File: src/logic/sequencer_pkg.sv
package sequencer_pkg;
    // =========================================
    // Widths
    localparam int ADDR_WIDTH = 14;
    localparam int MICROWORD_WIDTH = 16;
    localparam int SHIFT_AMOUNT_WIDTH = 4;
    localparam int LITERAL_WIDTH = 8;
    localparam int REG_ADDR_WIDTH = 2;
    localparam int REG_DATA_WIDTH = 16;
    localparam int CLK_PERIOD_NS = 100;
    // =========================================
    // Microword field positions, bit 1 is the leftmost bit
    localparam int MW_TARGET_FIRST = 3;
    localparam int SHIFT_FIELD_FIRST = 13;
    localparam int LITERAL_FIELD_FIRST = 9;
    // =========================================
    // Register port map
    localparam logic [1:0] REG_CONTROL = 2'h0;
    localparam logic [1:0] REG_COUNTER = 2'h1;
    localparam logic [1:0] REG_ALTERNATE = 2'h2;
    localparam logic [1:0] REG_STATUS = 2'h3;
    localparam int CTRL_RUN_BIT = 0;
    localparam int CTRL_FORCE_STEP_BIT = 1;
    localparam int STAT_TYPE2_BIT = 0;
    localparam int STAT_INHIBIT_N_BIT = 1;
    localparam int STAT_PHASE3_BIT = 2;
    localparam int STAT_PENDING_BIT = 3;
    // =========================================
    // Reset values
    localparam logic [1:0] CONTROL_RESET = 2'h1;
    localparam logic [13:0] COUNTER_RESET = 14'h0000;
    localparam logic [13:0] ALTERNATE_RESET = 14'h0000;
    localparam logic [13:0] INCREMENTER_RESET = 14'h0000;
    // =========================================
    // Types
    typedef enum logic [2:0] {
        SUCC_WAIT, SUCC_STEP, SUCC_SAVE, SUCC_SKIP,
        SUCC_INDIRECT, SUCC_JUMP, SUCC_CALL, SUCC_RETURN
    } successor_t;
    typedef enum logic [1:0] {SRC_COUNTER, SRC_ALTERNATE, SRC_MICROWORD} inc_source_t;
endpackage

File: src/logic/microprogram_address_sequencer.sv
`timescale 1ns/1ps
// Functional notes
// RULE_01: Fourteen bit micro program counter
// RULE_02: Counter holds current address, except indirect
// RULE_03: Counter loads only from incrementer select
// RULE_04: Counter loads on strobe with enable
// RULE_05: Counter feeds incrementer and alternate selector
// RULE_06: Fourteen bit alternate address register
// RULE_07: Microcode stores target minus one
// RULE_08: Alternate register usable as temporary storage
// RULE_09: Alternate input: counter, microword, shifter
// RULE_10: Copy transfer loads counter into alternate
// RULE_11: Microword transfer loads bits 3-16
// RULE_12: Alternate strobe gated by transfers, inhibit
// RULE_13: System clock strobes in phases 1, 3
// RULE_14: Phase 3 suppressed: Type II, skipped
// RULE_15: Phase 3 inhibit is active low
// RULE_16: Nanobit 42 loads shifter bits, else hold
// RULE_17: Loads shift amount, literal; makes flags
// RULE_18: Supplies memory address, orders microinstructions
// RULE_19: Successor code chosen by condition result
// RULE_20: Incrementer adds one or two
// RULE_21: Shifter load lands at next Type I phase 3
// RULE_22: Registers hold when no strobe active
module microprogram_address_sequencer #(
    parameter int ADDR_WIDTH = sequencer_pkg::ADDR_WIDTH,
    parameter int SHIFT_WIDTH = sequencer_pkg::SHIFT_AMOUNT_WIDTH,
    parameter int LITERAL_WIDTH = sequencer_pkg::LITERAL_WIDTH
) (
    input wire logic clk_sys,
    input wire logic reset,
    input wire logic [1:sequencer_pkg::MICROWORD_WIDTH] microword,
    input wire sequencer_pkg::successor_t trueSuccessor,
    input wire sequencer_pkg::successor_t falseSuccessor,
    input wire logic conditionResult,
    input wire logic skipPhase3OnFalse,
    input wire logic nanobitShifterLoad,
    input wire logic copyMicrowordToAlternate,
    input wire logic shiftAmountLoad,
    input wire logic literalLoad,
    input wire logic [ADDR_WIDTH-1:0] barrelShifter,
    input wire logic [sequencer_pkg::REG_ADDR_WIDTH-1:0] regAddr,
    input wire logic [sequencer_pkg::REG_DATA_WIDTH-1:0] regWriteData,
    input wire logic regWrite,
    input wire logic regRead,
    output logic [sequencer_pkg::REG_DATA_WIDTH-1:0] regReadData,
    output logic [ADDR_WIDTH-1:0] microprogramAddress,
    output logic [ADDR_WIDTH-1:0] microProgramCounter,
    output logic [ADDR_WIDTH-1:0] alternateAddressRegister,
    output logic [SHIFT_WIDTH-1:0] shiftAmountRegister,
    output logic [LITERAL_WIDTH-1:0] literalRegister,
    output logic type2Flag,
    output logic phase3ClockInhibitN,
    output logic phaseThree
);
    import sequencer_pkg::*;

    // =========================================
    // Phase of the microinstruction cycle
    logic next_phaseThree;

    always_comb begin
        next_phaseThree = ~phaseThree; // RULE_13
    end

    always_ff @(posedge clk_sys) begin
        if (reset) begin
            phaseThree <= 1'b0;
        end else begin
            phaseThree <= next_phaseThree;
        end
    end

    // =========================================
    // Software control
    logic [1:0] control;
    logic [1:0] next_control;
    logic [REG_DATA_WIDTH-1:0] next_regReadData;
    logic runEnable;
    logic forceStep;

    assign runEnable = control[CTRL_RUN_BIT];
    assign forceStep = control[CTRL_FORCE_STEP_BIT];

    // =========================================
    // Microinstruction form and successor choice
    successor_t successorCode;
    logic type2Now;
    logic branchOrCall;
    logic directCall;
    logic [ADDR_WIDTH-1:0] microwordTarget;

    assign successorCode = conditionResult ? trueSuccessor : falseSuccessor; // RULE_19
    // A forced step overrides the microword form, so a stuck routine can be walked
    assign type2Now = (~&microword[1:4]) | forceStep;
    assign branchOrCall = ~microword[1] & ~forceStep;
    assign directCall = branchOrCall & ~microword[2];
    assign microwordTarget = microword[MW_TARGET_FIRST:MICROWORD_WIDTH];

    logic counterLoad;
    logic incrementerLoad;
    inc_source_t incSource;
    logic addTwo;
    logic copyCounter;
    logic [ADDR_WIDTH-1:0] selectOut;

    successor_decoder decoder (
        .code(successorCode),
        .type2(type2Now),
        .branchOrCall(branchOrCall),
        .directCall(directCall),
        .counterLoad(counterLoad),
        .incrementerLoad(incrementerLoad),
        .source(incSource),
        .addTwo(addTwo),
        .copyCounter(copyCounter)
    );

    next_address_incrementer #(
        .WIDTH(ADDR_WIDTH)
    ) incrementer (
        .counterValue(microProgramCounter), // RULE_05
        .alternateValue(alternateAddressRegister),
        .microwordValue(microwordTarget),
        .source(incSource),
        .addTwo(addTwo), // RULE_20
        .sum(selectOut)
    );

    // =========================================
    // Strobes, gated copies of the system clock
    logic sequenceStrobe;
    logic counterStrobe;
    logic incrementerStrobe;
    logic copyCounterStrobe;
    logic copyMicrowordStrobe;
    logic shifterStrobe;
    logic alternateStrobe;
    // Pending shifter load, carried from one microinstruction into the next
    logic shifterToAlternateSelect;

    // Sequencing registers move at the phase 1 edge, shifter data at phase 3
    assign sequenceStrobe = ~phaseThree & runEnable;
    assign counterStrobe = sequenceStrobe & counterLoad; // RULE_04
    assign incrementerStrobe = sequenceStrobe & incrementerLoad;
    assign copyCounterStrobe = sequenceStrobe & copyCounter;
    assign copyMicrowordStrobe = sequenceStrobe & copyMicrowordToAlternate;
    assign shifterStrobe = phaseThree & runEnable & phase3ClockInhibitN
        & shifterToAlternateSelect; // RULE_21
    assign alternateStrobe = copyCounterStrobe | copyMicrowordStrobe
        | shifterStrobe; // RULE_12

    // =========================================
    // Address registers
    logic next_shifterToAlternateSelect;
    logic [ADDR_WIDTH-1:0] next_microProgramCounter;
    logic [ADDR_WIDTH-1:0] next_alternateAddressRegister;
    logic [ADDR_WIDTH-1:0] next_microprogramAddress;

    always_comb begin
        next_microProgramCounter = microProgramCounter; // RULE_22
        next_microprogramAddress = microprogramAddress;
        next_alternateAddressRegister = alternateAddressRegister;
        next_shifterToAlternateSelect = shifterToAlternateSelect;
        if (counterStrobe) begin
            // Indirect run leaves the counter on the current address
            next_microProgramCounter = selectOut; // RULE_01 RULE_02 RULE_03
        end
        if (incrementerStrobe) begin
            next_microprogramAddress = selectOut; // RULE_18
        end
        // Three-way input selector; a copy outranks a pending shifter load
        if (copyCounterStrobe) begin
            next_alternateAddressRegister = microProgramCounter; // RULE_06 RULE_09 RULE_10
        end else if (copyMicrowordStrobe) begin
            next_alternateAddressRegister = microwordTarget; // RULE_08 RULE_11
        end else if (shifterStrobe) begin
            next_alternateAddressRegister = barrelShifter; // RULE_16
        end
        // Shifter request is taken at the end of one microinstruction and
        // consumed by the phase 3 of the next one that is not inhibited
        if (phaseThree & runEnable) begin
            if (phase3ClockInhibitN) begin
                next_shifterToAlternateSelect = nanobitShifterLoad; // RULE_16 RULE_21
            end else begin
                next_shifterToAlternateSelect = shifterToAlternateSelect | nanobitShifterLoad;
            end
        end
    end

    always_ff @(posedge clk_sys) begin
        if (reset) begin
            microProgramCounter <= COUNTER_RESET;
            microprogramAddress <= INCREMENTER_RESET;
            alternateAddressRegister <= ALTERNATE_RESET;
            shifterToAlternateSelect <= 1'b0;
        end else begin
            microProgramCounter <= next_microProgramCounter;
            microprogramAddress <= next_microprogramAddress;
            alternateAddressRegister <= next_alternateAddressRegister;
            shifterToAlternateSelect <= next_shifterToAlternateSelect;
        end
    end

    // =========================================
    // Type II flag and phase 3 inhibit
    logic next_type2Flag;
    logic next_phase3ClockInhibitN;

    always_comb begin
        next_type2Flag = type2Flag;
        next_phase3ClockInhibitN = phase3ClockInhibitN;
        if (sequenceStrobe) begin
            next_type2Flag = type2Now; // RULE_17
            // Low blocks phase 3 of this microinstruction
            next_phase3ClockInhibitN = ~(type2Now
                | (~conditionResult & skipPhase3OnFalse)); // RULE_14 RULE_15
        end
    end

    always_ff @(posedge clk_sys) begin
        if (reset) begin
            type2Flag <= 1'b0;
            phase3ClockInhibitN <= 1'b1;
        end else begin
            type2Flag <= next_type2Flag;
            phase3ClockInhibitN <= next_phase3ClockInhibitN;
        end
    end

    // =========================================
    // Shift amount and literal from the microword
    logic [SHIFT_WIDTH-1:0] next_shiftAmountRegister;
    logic [LITERAL_WIDTH-1:0] next_literalRegister;

    always_comb begin
        next_shiftAmountRegister = shiftAmountRegister;
        next_literalRegister = literalRegister;
        if (sequenceStrobe & shiftAmountLoad) begin
            next_shiftAmountRegister =
                microword[SHIFT_FIELD_FIRST:MICROWORD_WIDTH]; // RULE_17
        end
        if (sequenceStrobe & literalLoad) begin
            next_literalRegister = microword[LITERAL_FIELD_FIRST:MICROWORD_WIDTH]; // RULE_17
        end
    end

    always_ff @(posedge clk_sys) begin
        if (reset) begin
            shiftAmountRegister <= '0;
            literalRegister <= '0;
        end else begin
            shiftAmountRegister <= next_shiftAmountRegister;
            literalRegister <= next_literalRegister;
        end
    end

    // =========================================
    // Register port: read data valid the cycle after the strobe
    always_comb begin
        next_control = control;
        next_regReadData = '0;
        if (regWrite && regAddr == REG_CONTROL) begin
            next_control = regWriteData[1:0];
        end
        if (regRead) begin
            if (regAddr == REG_CONTROL) begin
                next_regReadData = {14'h0000, control};
            end else if (regAddr == REG_COUNTER) begin
                next_regReadData = {2'h0, microProgramCounter};
            end else if (regAddr == REG_ALTERNATE) begin
                next_regReadData = {2'h0, alternateAddressRegister};
            end else begin
                next_regReadData = {12'h000, shifterToAlternateSelect, phaseThree,
                    phase3ClockInhibitN, type2Flag};
            end
        end
    end

    always_ff @(posedge clk_sys) begin
        if (reset) begin
            control <= CONTROL_RESET;
            regReadData <= '0;
        end else begin
            control <= next_control;
            regReadData <= next_regReadData;
        end
    end

    logic plainStep;
    assign plainStep = sequenceStrobe & ~type2Now;
endmodule // microprogram_address_sequencer

File: src/logic/next_address_incrementer.sv
`timescale 1ns/1ps
module next_address_incrementer #(
    parameter int WIDTH = sequencer_pkg::ADDR_WIDTH
) (
    input wire logic [WIDTH-1:0] counterValue,
    input wire logic [WIDTH-1:0] alternateValue,
    input wire logic [WIDTH-1:0] microwordValue,
    input wire sequencer_pkg::inc_source_t source,
    input wire logic addTwo,
    output logic [WIDTH-1:0] sum
);
    import sequencer_pkg::*;
    logic [WIDTH-1:0] operand;
    always_comb begin
        if (source == SRC_ALTERNATE) begin
            operand = alternateValue;
        end else if (source == SRC_MICROWORD) begin
            operand = microwordValue;
        end else begin
            operand = counterValue;
        end
        // Wraps at the top of the address space
        sum = operand + (addTwo ? WIDTH'(2) : WIDTH'(1));
    end
endmodule // next_address_incrementer

File: src/logic/successor_decoder.sv
`timescale 1ns/1ps
module successor_decoder (
    input wire sequencer_pkg::successor_t code,
    input wire logic type2,
    input wire logic branchOrCall,
    input wire logic directCall,
    output logic counterLoad,
    output logic incrementerLoad,
    output sequencer_pkg::inc_source_t source,
    output logic addTwo,
    output logic copyCounter
);
    import sequencer_pkg::*;
    always_comb begin
        counterLoad = 1'b1;
        incrementerLoad = 1'b1;
        source = SRC_COUNTER;
        addTwo = 1'b0;
        copyCounter = 1'b0;
        if (type2) begin
            // Second form: step, or branch/call to the microword target
            if (branchOrCall) begin
                source = SRC_MICROWORD;
            end
            copyCounter = directCall;
        end else begin
            case (code)
                SUCC_WAIT: begin
                    counterLoad = 1'b0;
                    incrementerLoad = 1'b0;
                end
                SUCC_STEP: ;
                SUCC_SAVE: copyCounter = 1'b1;
                SUCC_SKIP: addTwo = 1'b1;
                SUCC_INDIRECT: begin
                    counterLoad = 1'b0;
                    source = SRC_ALTERNATE;
                end
                SUCC_JUMP: source = SRC_ALTERNATE;
                SUCC_CALL: begin
                    source = SRC_ALTERNATE;
                    copyCounter = 1'b1;
                end
                default: begin
                    source = SRC_ALTERNATE;
                    addTwo = 1'b1;
                end
            endcase
        end
    end
endmodule // successor_decoder
File: config.mk
export PLATFORM = sky130hd
export DESIGN_NAME = microprogram_address_sequencer
export DESIGN_NICKNAME = d
export VERILOG_FILES = /design/src/logic/sequencer_pkg.sv /design/src/logic/microprogram_address_sequencer.sv /design/src/logic/next_address_incrementer.sv /design/src/logic/successor_decoder.sv
export SDC_FILE = /design/constraint.sdc
export NUM_CORES = 1
export LEC_CHECK = 0
export BUFFER_PORTS_ARGS = -buffer_cell sky130_fd_sc_hd__buf_2
export CAP_MARGIN = 30
export CORE_UTILIZATION = 45
export DETAILED_ROUTE_END_ITERATION = 12
export MAX_ROUTING_LAYER = met4
export PLACE_DENSITY = 0.76
export SLEW_MARGIN = 20
export SYNTH_ARGS = -nofsm -noshare
export SYNTH_HDL_FRONTEND = slang
export SYNTH_SLANG_ARGS = --single-unit
export TNS_END_PERCENT = 20
File: constraint.sdc
create_clock -name clk_sys -period 3.3 [get_ports clk_sys]
set_input_delay 0.165 -clock clk_sys [delete_from_list [all_inputs] [get_ports clk_sys]]
set_output_delay 0.165 -clock clk_sys [all_outputs]
set_load 0.01 [all_outputs]
# ---- Word level (Yosys, flattened, before mapping)
# Index checks and enable logic that the tools add are counted.
dict set report classes {
  n_mux 22
  addsub 1
  n_bitwise 23
  n_reduce_logical 13
  eq_ne 10
}
# op n
set ops {}
lappend ops {{14-bit two-way mux} 7}
lappend ops {{14-bit adder} 1}
lappend ops {{1-bit bitwise AND} 13}
lappend ops {{1-bit two-way mux} 10}
lappend ops {{3-bit equality test (second input constant)} 3}
lappend ops {{2-bit two-way mux} 4}
lappend ops {{4-bit OR reduction} 2}
lappend ops {{1-bit inverter} 7}
lappend ops {{3-bit by 2-bit equality test with 1-bit output (second input constant)} 2}
lappend ops {{2-bit OR reduction} 3}
lappend ops {{6-bit OR reduction} 1}
lappend ops {{2-bit by 1-bit equality test with 1-bit output (second input constant)} 2}
lappend ops {{2-bit equality test (second input constant)} 2}
lappend ops {{4-bit AND reduction} 1}
lappend ops {{3-bit by 1-bit equality test with 1-bit output (second input constant)} 1}
lappend ops {{3-bit zero test} 1}
lappend ops {{3-bit two-way mux} 1}
lappend ops {{1-bit OR} 3}
lappend ops {{3-bit nonzero test} 1}
lappend ops {{3-bit OR reduction} 1}
lappend ops {{2-bit zero test} 1}
lappend ops {{1-bit logical AND} 1}
lappend ops {{1-bit zero test} 1}
dict set report word_totals {
  word_cells 82
  out_inout_bits 73
  reg_bits 76
}

# ---- Logic depth before layout (Yosys ltp)
dict set report logic_depth {
  depth_word 9
  depth_mapped 15
  ltp_nobuf 13
}

# ---- Cells and area by module
# Synthesis repeated with hierarchy kept, for this count alone.
dict set report unflattened {
  hier_cells 489
  area_unflattened_um2 4327.9
}
# mod seq_area_each_um2 cells_each area_each_um2 instances
set by_module_without_submodules {}
lappend by_module_without_submodules {microprogram_address_sequencer 1481.4 387 3437.0 1}
lappend by_module_without_submodules {next_address_incrementer 0.0 94 835.8 1}
lappend by_module_without_submodules {successor_decoder 0.0 8 55.1 1}

# ---- Worst setup path before layout
# OpenSTA, ideal clock, no wires.
dict set report synth_timing {
  kind {input -> register}
  from {input conditionResult}
  to {register microProgramCounter[12]}
  arrival_ns 3.100
  path_slack_ns 0.110
  stages 15
  path_buffers 3
  path_cell_list {buf_6 > mux2i_4 > or3_1 > buf_6 > buf_2 > nand3_1 > o21a_1 > inv_1 > fa_1 > nand4b_1 > mux2i_1 > mux2i_1 > or2_0 > or3_1 > a311oi_1}
}
dict set report synth_via {
  elab_chain_cells 9
  elab_cells_between_ends 24
  classes_between {add/sub (1); eq/ne (8); mux (10); bitwise (1); reduce/logical (4)}
}
# item line_no
set synth_lines {}
lappend synth_lines {{start: declaration} microprogram_address_sequencer.sv:35} ;# input wire logic conditionResult,
lappend synth_lines {{3-bit two-way mux (*)} microprogram_address_sequencer.sv:93} ;# assign successorCode = conditionResult ? trueSuccessor : falseSuccessor;
lappend synth_lines {{3-bit by 2-bit equality test with 1-bit output (tied with other cells)} successor_decoder.sv:27} ;# case (code)
lappend synth_lines {{4-bit OR reduction (no line)} -}
lappend synth_lines {{1-bit two-way mux} successor_decoder.sv:27}
lappend synth_lines {{2-bit two-way mux} successor_decoder.sv:20} ;# if (type2) begin
lappend synth_lines {{2-bit equality test} next_address_incrementer.sv:17} ;# end else if (source == SRC_MICROWORD) begin
lappend synth_lines {{14-bit two-way mux} next_address_incrementer.sv:17}
lappend synth_lines {{14-bit two-way mux} next_address_incrementer.sv:15} ;# if (source == SRC_ALTERNATE) begin
lappend synth_lines {{14-bit adder} next_address_incrementer.sv:23} ;# sum = operand + (addTwo ? WIDTH'(2) : WIDTH'(1));
lappend synth_lines {{end signal: assignment} microprogram_address_sequencer.sv:198} ;# microProgramCounter <= next_microProgramCounter;
lappend synth_lines {{end: declaration} microprogram_address_sequencer.sv:48} ;# output logic [ADDR_WIDTH-1:0] microProgramCounter,
# Every way passes the cells marked *; elsewhere a longest branch is shown, timed or not.
# A chain may end at the register's enable or synchronous reset.

# ---- Worst setup path in the final report
dict set report layout_timing {
  from {register control[1]}
  to {register microprogramAddress[12]}
}
dict set report layout_via {
  elab_chain_cells 8
  elab_cells_between_ends 14
  classes_between {add/sub (1); eq/ne (2); mux (7); bitwise (4)}
}
# item line_no
set layout_lines {}
lappend layout_lines {{start: declaration} microprogram_address_sequencer.sv:76} ;# logic [1:0] control;
lappend layout_lines {{start signal: assignment} microprogram_address_sequencer.sv:285} ;# control <= next_control;
lappend layout_lines {{1-bit inverter} microprogram_address_sequencer.sv:96} ;# assign branchOrCall = ~microword[1] & ~forceStep;
lappend layout_lines {{1-bit bitwise AND} microprogram_address_sequencer.sv:96}
lappend layout_lines {{2-bit two-way mux} successor_decoder.sv:22} ;# if (branchOrCall) begin
lappend layout_lines {{2-bit two-way mux} successor_decoder.sv:20}
lappend layout_lines {{2-bit equality test} next_address_incrementer.sv:17}
lappend layout_lines {{14-bit two-way mux} next_address_incrementer.sv:17}
lappend layout_lines {{14-bit two-way mux} next_address_incrementer.sv:15}
lappend layout_lines {{14-bit adder} next_address_incrementer.sv:23}
lappend layout_lines {{end signal: assignment} microprogram_address_sequencer.sv:199} ;# microprogramAddress <= next_microprogramAddress;
lappend layout_lines {{end: declaration} microprogram_address_sequencer.sv:47} ;# output logic [ADDR_WIDTH-1:0] microprogramAddress,
# Parallel ways exist; a longest one is shown, timed or not.

==> reports/results.tsv <==
metric	value	unit
status	completed	
family with the most delay on the worst path	simple AND/OR/NAND/NOR gates	
post-route cell area	4700	um2
Setup violations, final	0	
top_reg_cell synth	dfxtp_1	
Psw	0.693	mW
clock buffer depth	2	
crit end category	flip-flop	
Via density	5.59	
Max Freq	0.321	GHz
placed cells	650	
Site Rows	33	
clk_lat worst skew	0.36	ns
Synth cell types	54	
Initial Util	46.3	%
number of global-route vias before repair	3422	
router iterations before antenna repair	5	
CP required	3.57	ns
H-tree Lvls	3	
drt drc	0	
layout cells sized above 1	30.9	%
CTS Root Cell	clkbuf_8	
Die Y	94.0	um
Sw Share	32.1	%
fin crit share	94.4	%
Clock Skews	0.00798	ns
Die Span X	94.0	um
CP cell instances	or3_1, nand3_1, o21a_1, inv_1, fa_1, nand4b_1, mux2i_1, mux2i_2, or2_0, or3_1, a311oi_1	
Global Route Usage Sum	26.3	%
worst hold margin	0.0521	ns
initial drt markers	172	
clock power share	29.2	%
Syn Std Cell Area	3810	um2
WP buf/inv	1	
nets	625	
RSZ-0062 raised after global routing	false	
vias post-DR	3734	
ANT cells	0	
Final Hold Viols	0	
sequential-to-total area share from yosys stat	38.9	%
first-pass GRT wire length	17300	um
CTS tree	done	
Core ar.	8220	um2
die area	8830	um2
WP data arrival	3.38	ns
Slew Viols, Final	0	
CP max stage delay	0.47	ns
Port Buffers	120	
critical path's most frequent cell	or3_1	
MaxCap Viol Count	0	
initial antenna violation count	0	
power density cells	459	nW/um2
postcts setup bufs	0	
EDFF count, synth	0	
Clock Sink Count	74	
Slew @ Worst Pin	0.974	ns
CTS Buf Count	9	
peak fanout along the critical path	7	
Clock transition at path regs	0.08	ns
DR WL/cell	16.1	um
fin crit period	3.11	ns
peak supply drop	0.208	mV
headroom to the max-slew limit	34.9	%
Post-Route WL	10800	um
P_leak	2.24	nW
Startpoint Class	flip-flop	
CP max-delay cell	fa_1	
post-synthesis register bit count	74	
antenna viol nets, final	0	
Ports	137	
Reg power frac	48.3	%
Int Pwr	1.47	mW
P&R area growth vs syn	23.5	%
Yosys warnings	0	
Synth Instances	440	
Async S/R FF share, synth	0	%
largest net degree at the start of global routing	62	
grt ovf	0	
logic gate share of total power	22.5	%
WS Path Type	flip-flop to flip-flop	
HPWL Detailed	7910	um
HP Class	primary input to flip-flop	
Mean Syn Cell Area	8.65	um2
Final Wtd Congestion	0.936	
dpl cell area	4510	um2
setup TNS	0	ns
Non-Filler Instances	668	
==> flip-flops by register name, indices dropped and copies added, names as in the netlist <==
register and flops:
phaseThree 1, microprogramAddress 14, control 2, microProgramCounter 14
regReadData 14, shifterToAlternateSelect 1, alternateAddressRegister 14, shiftAmountRegister 4
phase3ClockInhibitN 1, literalRegister 8, type2Flag 1
==> layout make-up <==
class                           instances  area (um2)
Clock buffer                           11         141
Clock inverter                          5        30.0
Fill cell                             733        3520
Inverter                                5        18.8
Multi-Input combinational cell        334        2190
Sequential cell                        74        1480
Tap cell                              105         131
Timing Repair Buffer                  134         708
==> synthesized netlist by cell type, drive strengths merged (2+ instances only) <==
cell type	n	area, um2
nor2	62	235
nand2b	2	12.5
and2	3	18.8
nand3	21	105
dfxtp	74	1480
nor3	7	40.0
ha	2	25.0
mux4	2	45.0
mux2	13	146
xnor2	6	52.6
or3	3	23.8
a311oi	6	52.6
nand4b	2	17.5
a211oi	17	128
o21ai	26	130
xor2	2	17.5
nand2	45	169
clkbuf	21	78.8
inv	5	18.8
a21oi	20	100
a32oi	2	17.5
mux2i	50	513
a22oi	12	90.1
o31ai	2	15.0
buf	7	51.3
nand4	2	18.8
nor2b	6	37.5
nor4	3	18.8
==> stage by stage <==
stage	utilization (%)	setup slack, ns	power (mW)
after floorplan	-	0.110	1.35
after global placement	54.9	0.194	1.53
after detailed placement	54.9	0.0740	1.54
after CTS	57.1	0.152	2.16
after global routing	57.2	0.00662	2.26
final	57.2	0.186	2.16
==> layer usage <==
metal  up-vias  global-route usage [%]  share of wire (%)
li1       1811                       -                  -
met1      1761                    35.3                 46
met2       139                    38.8                 45
met3        23                    5.50                6.1
met4         0                    10.1                2.2
met5         -                       -                  0
==> layout by cell type, fill, tap and decap left out, drive strengths merged, types with 3 or more instances in the layout <==
| master | Yosys | final |
|---|---|---|
| clkinv | 0 | 3 |
| inv | 5 | 5 |
| nand2 | 45 | 45 |
| mux2i | 50 | 50 |
| xnor2 | 6 | 6 |
| nand3 | 21 | 21 |
| and2 | 3 | 3 |
| o21ai | 26 | 26 |
| nor3 | 7 | 7 |
| buf | 7 | 133 |
| nor2 | 62 | 62 |
| mux2 | 13 | 13 |
| nor4 | 3 | 3 |
| a311oi | 6 | 6 |
| a211oi | 17 | 17 |
| nor2b | 6 | 6 |
| dfxtp | 74 | 74 |
| a22oi | 12 | 12 |
| clkbuf | 21 | 11 |
| or3 | 3 | 3 |
| a21oi | 20 | 20 |
==> kinds of logic after synthesis <==
family	synth area share, %
AOI/OAI and AO/OA	15.8
xor gates and xnor gates	1.84
adders and majority gates	1.18
buffers and inverters	3.91
DFF	38.9
muxes	18.5
other	0.0985
and+or+nand+nor	19.8
==> worst paths after layout <==
| check | slack (ns) | end | from | cells past startpoint |
|---|---|---|---|---|
| min reg2reg | 0.45 | shiftAmountRegister[3]$_SDFFE_PP0P_ | shiftAmountRegister[3]$_SDFFE_PP0P_ | 2 |
| max | 0.19 | microprogramAddress[12]$_SDFFE_PP0P_ | control[1]$_SDFFE_PP0P_ | 11 |
| max reg2reg | 0.19 | microprogramAddress[12]$_SDFFE_PP0P_ | control[1]$_SDFFE_PP0P_ | 11 |
| min | 0.05 | control[1]$_SDFFE_PP0P_ | regWriteData[1] | 3 |
==> worst register-to-register path, stage by stage, from the launching register on <==
cell      delay (ns)
dfxtp_2         0.37
or3_1           0.42
nand3_1         0.09
o21a_1          0.14
inv_1           0.06
fa_1            0.47
nand4b_1        0.21
mux2i_1         0.18
mux2i_2         0.15
or2_0           0.25
or3_1           0.38
a311oi_1        0.29
==> power by group through the flow <==
stage               registers [mW]  logic [mW]  clock network (mW)
floorplan                     1.07       0.278                   0
global placement              1.06       0.470                   0
detailed placement            1.06       0.480                   0
CTS                           1.04       0.484               0.634
global route                  1.05       0.539               0.675
finish                        1.04       0.485               0.630
==> repair_timing <==
item / CTS / global route
hold buffers: 1 / 0
hold endpoints to repair: 1 / 0
endpoints found under the setup margin: 0 / 2
resized for setup: 0 / 3
(Power assumes the default switching activity.)
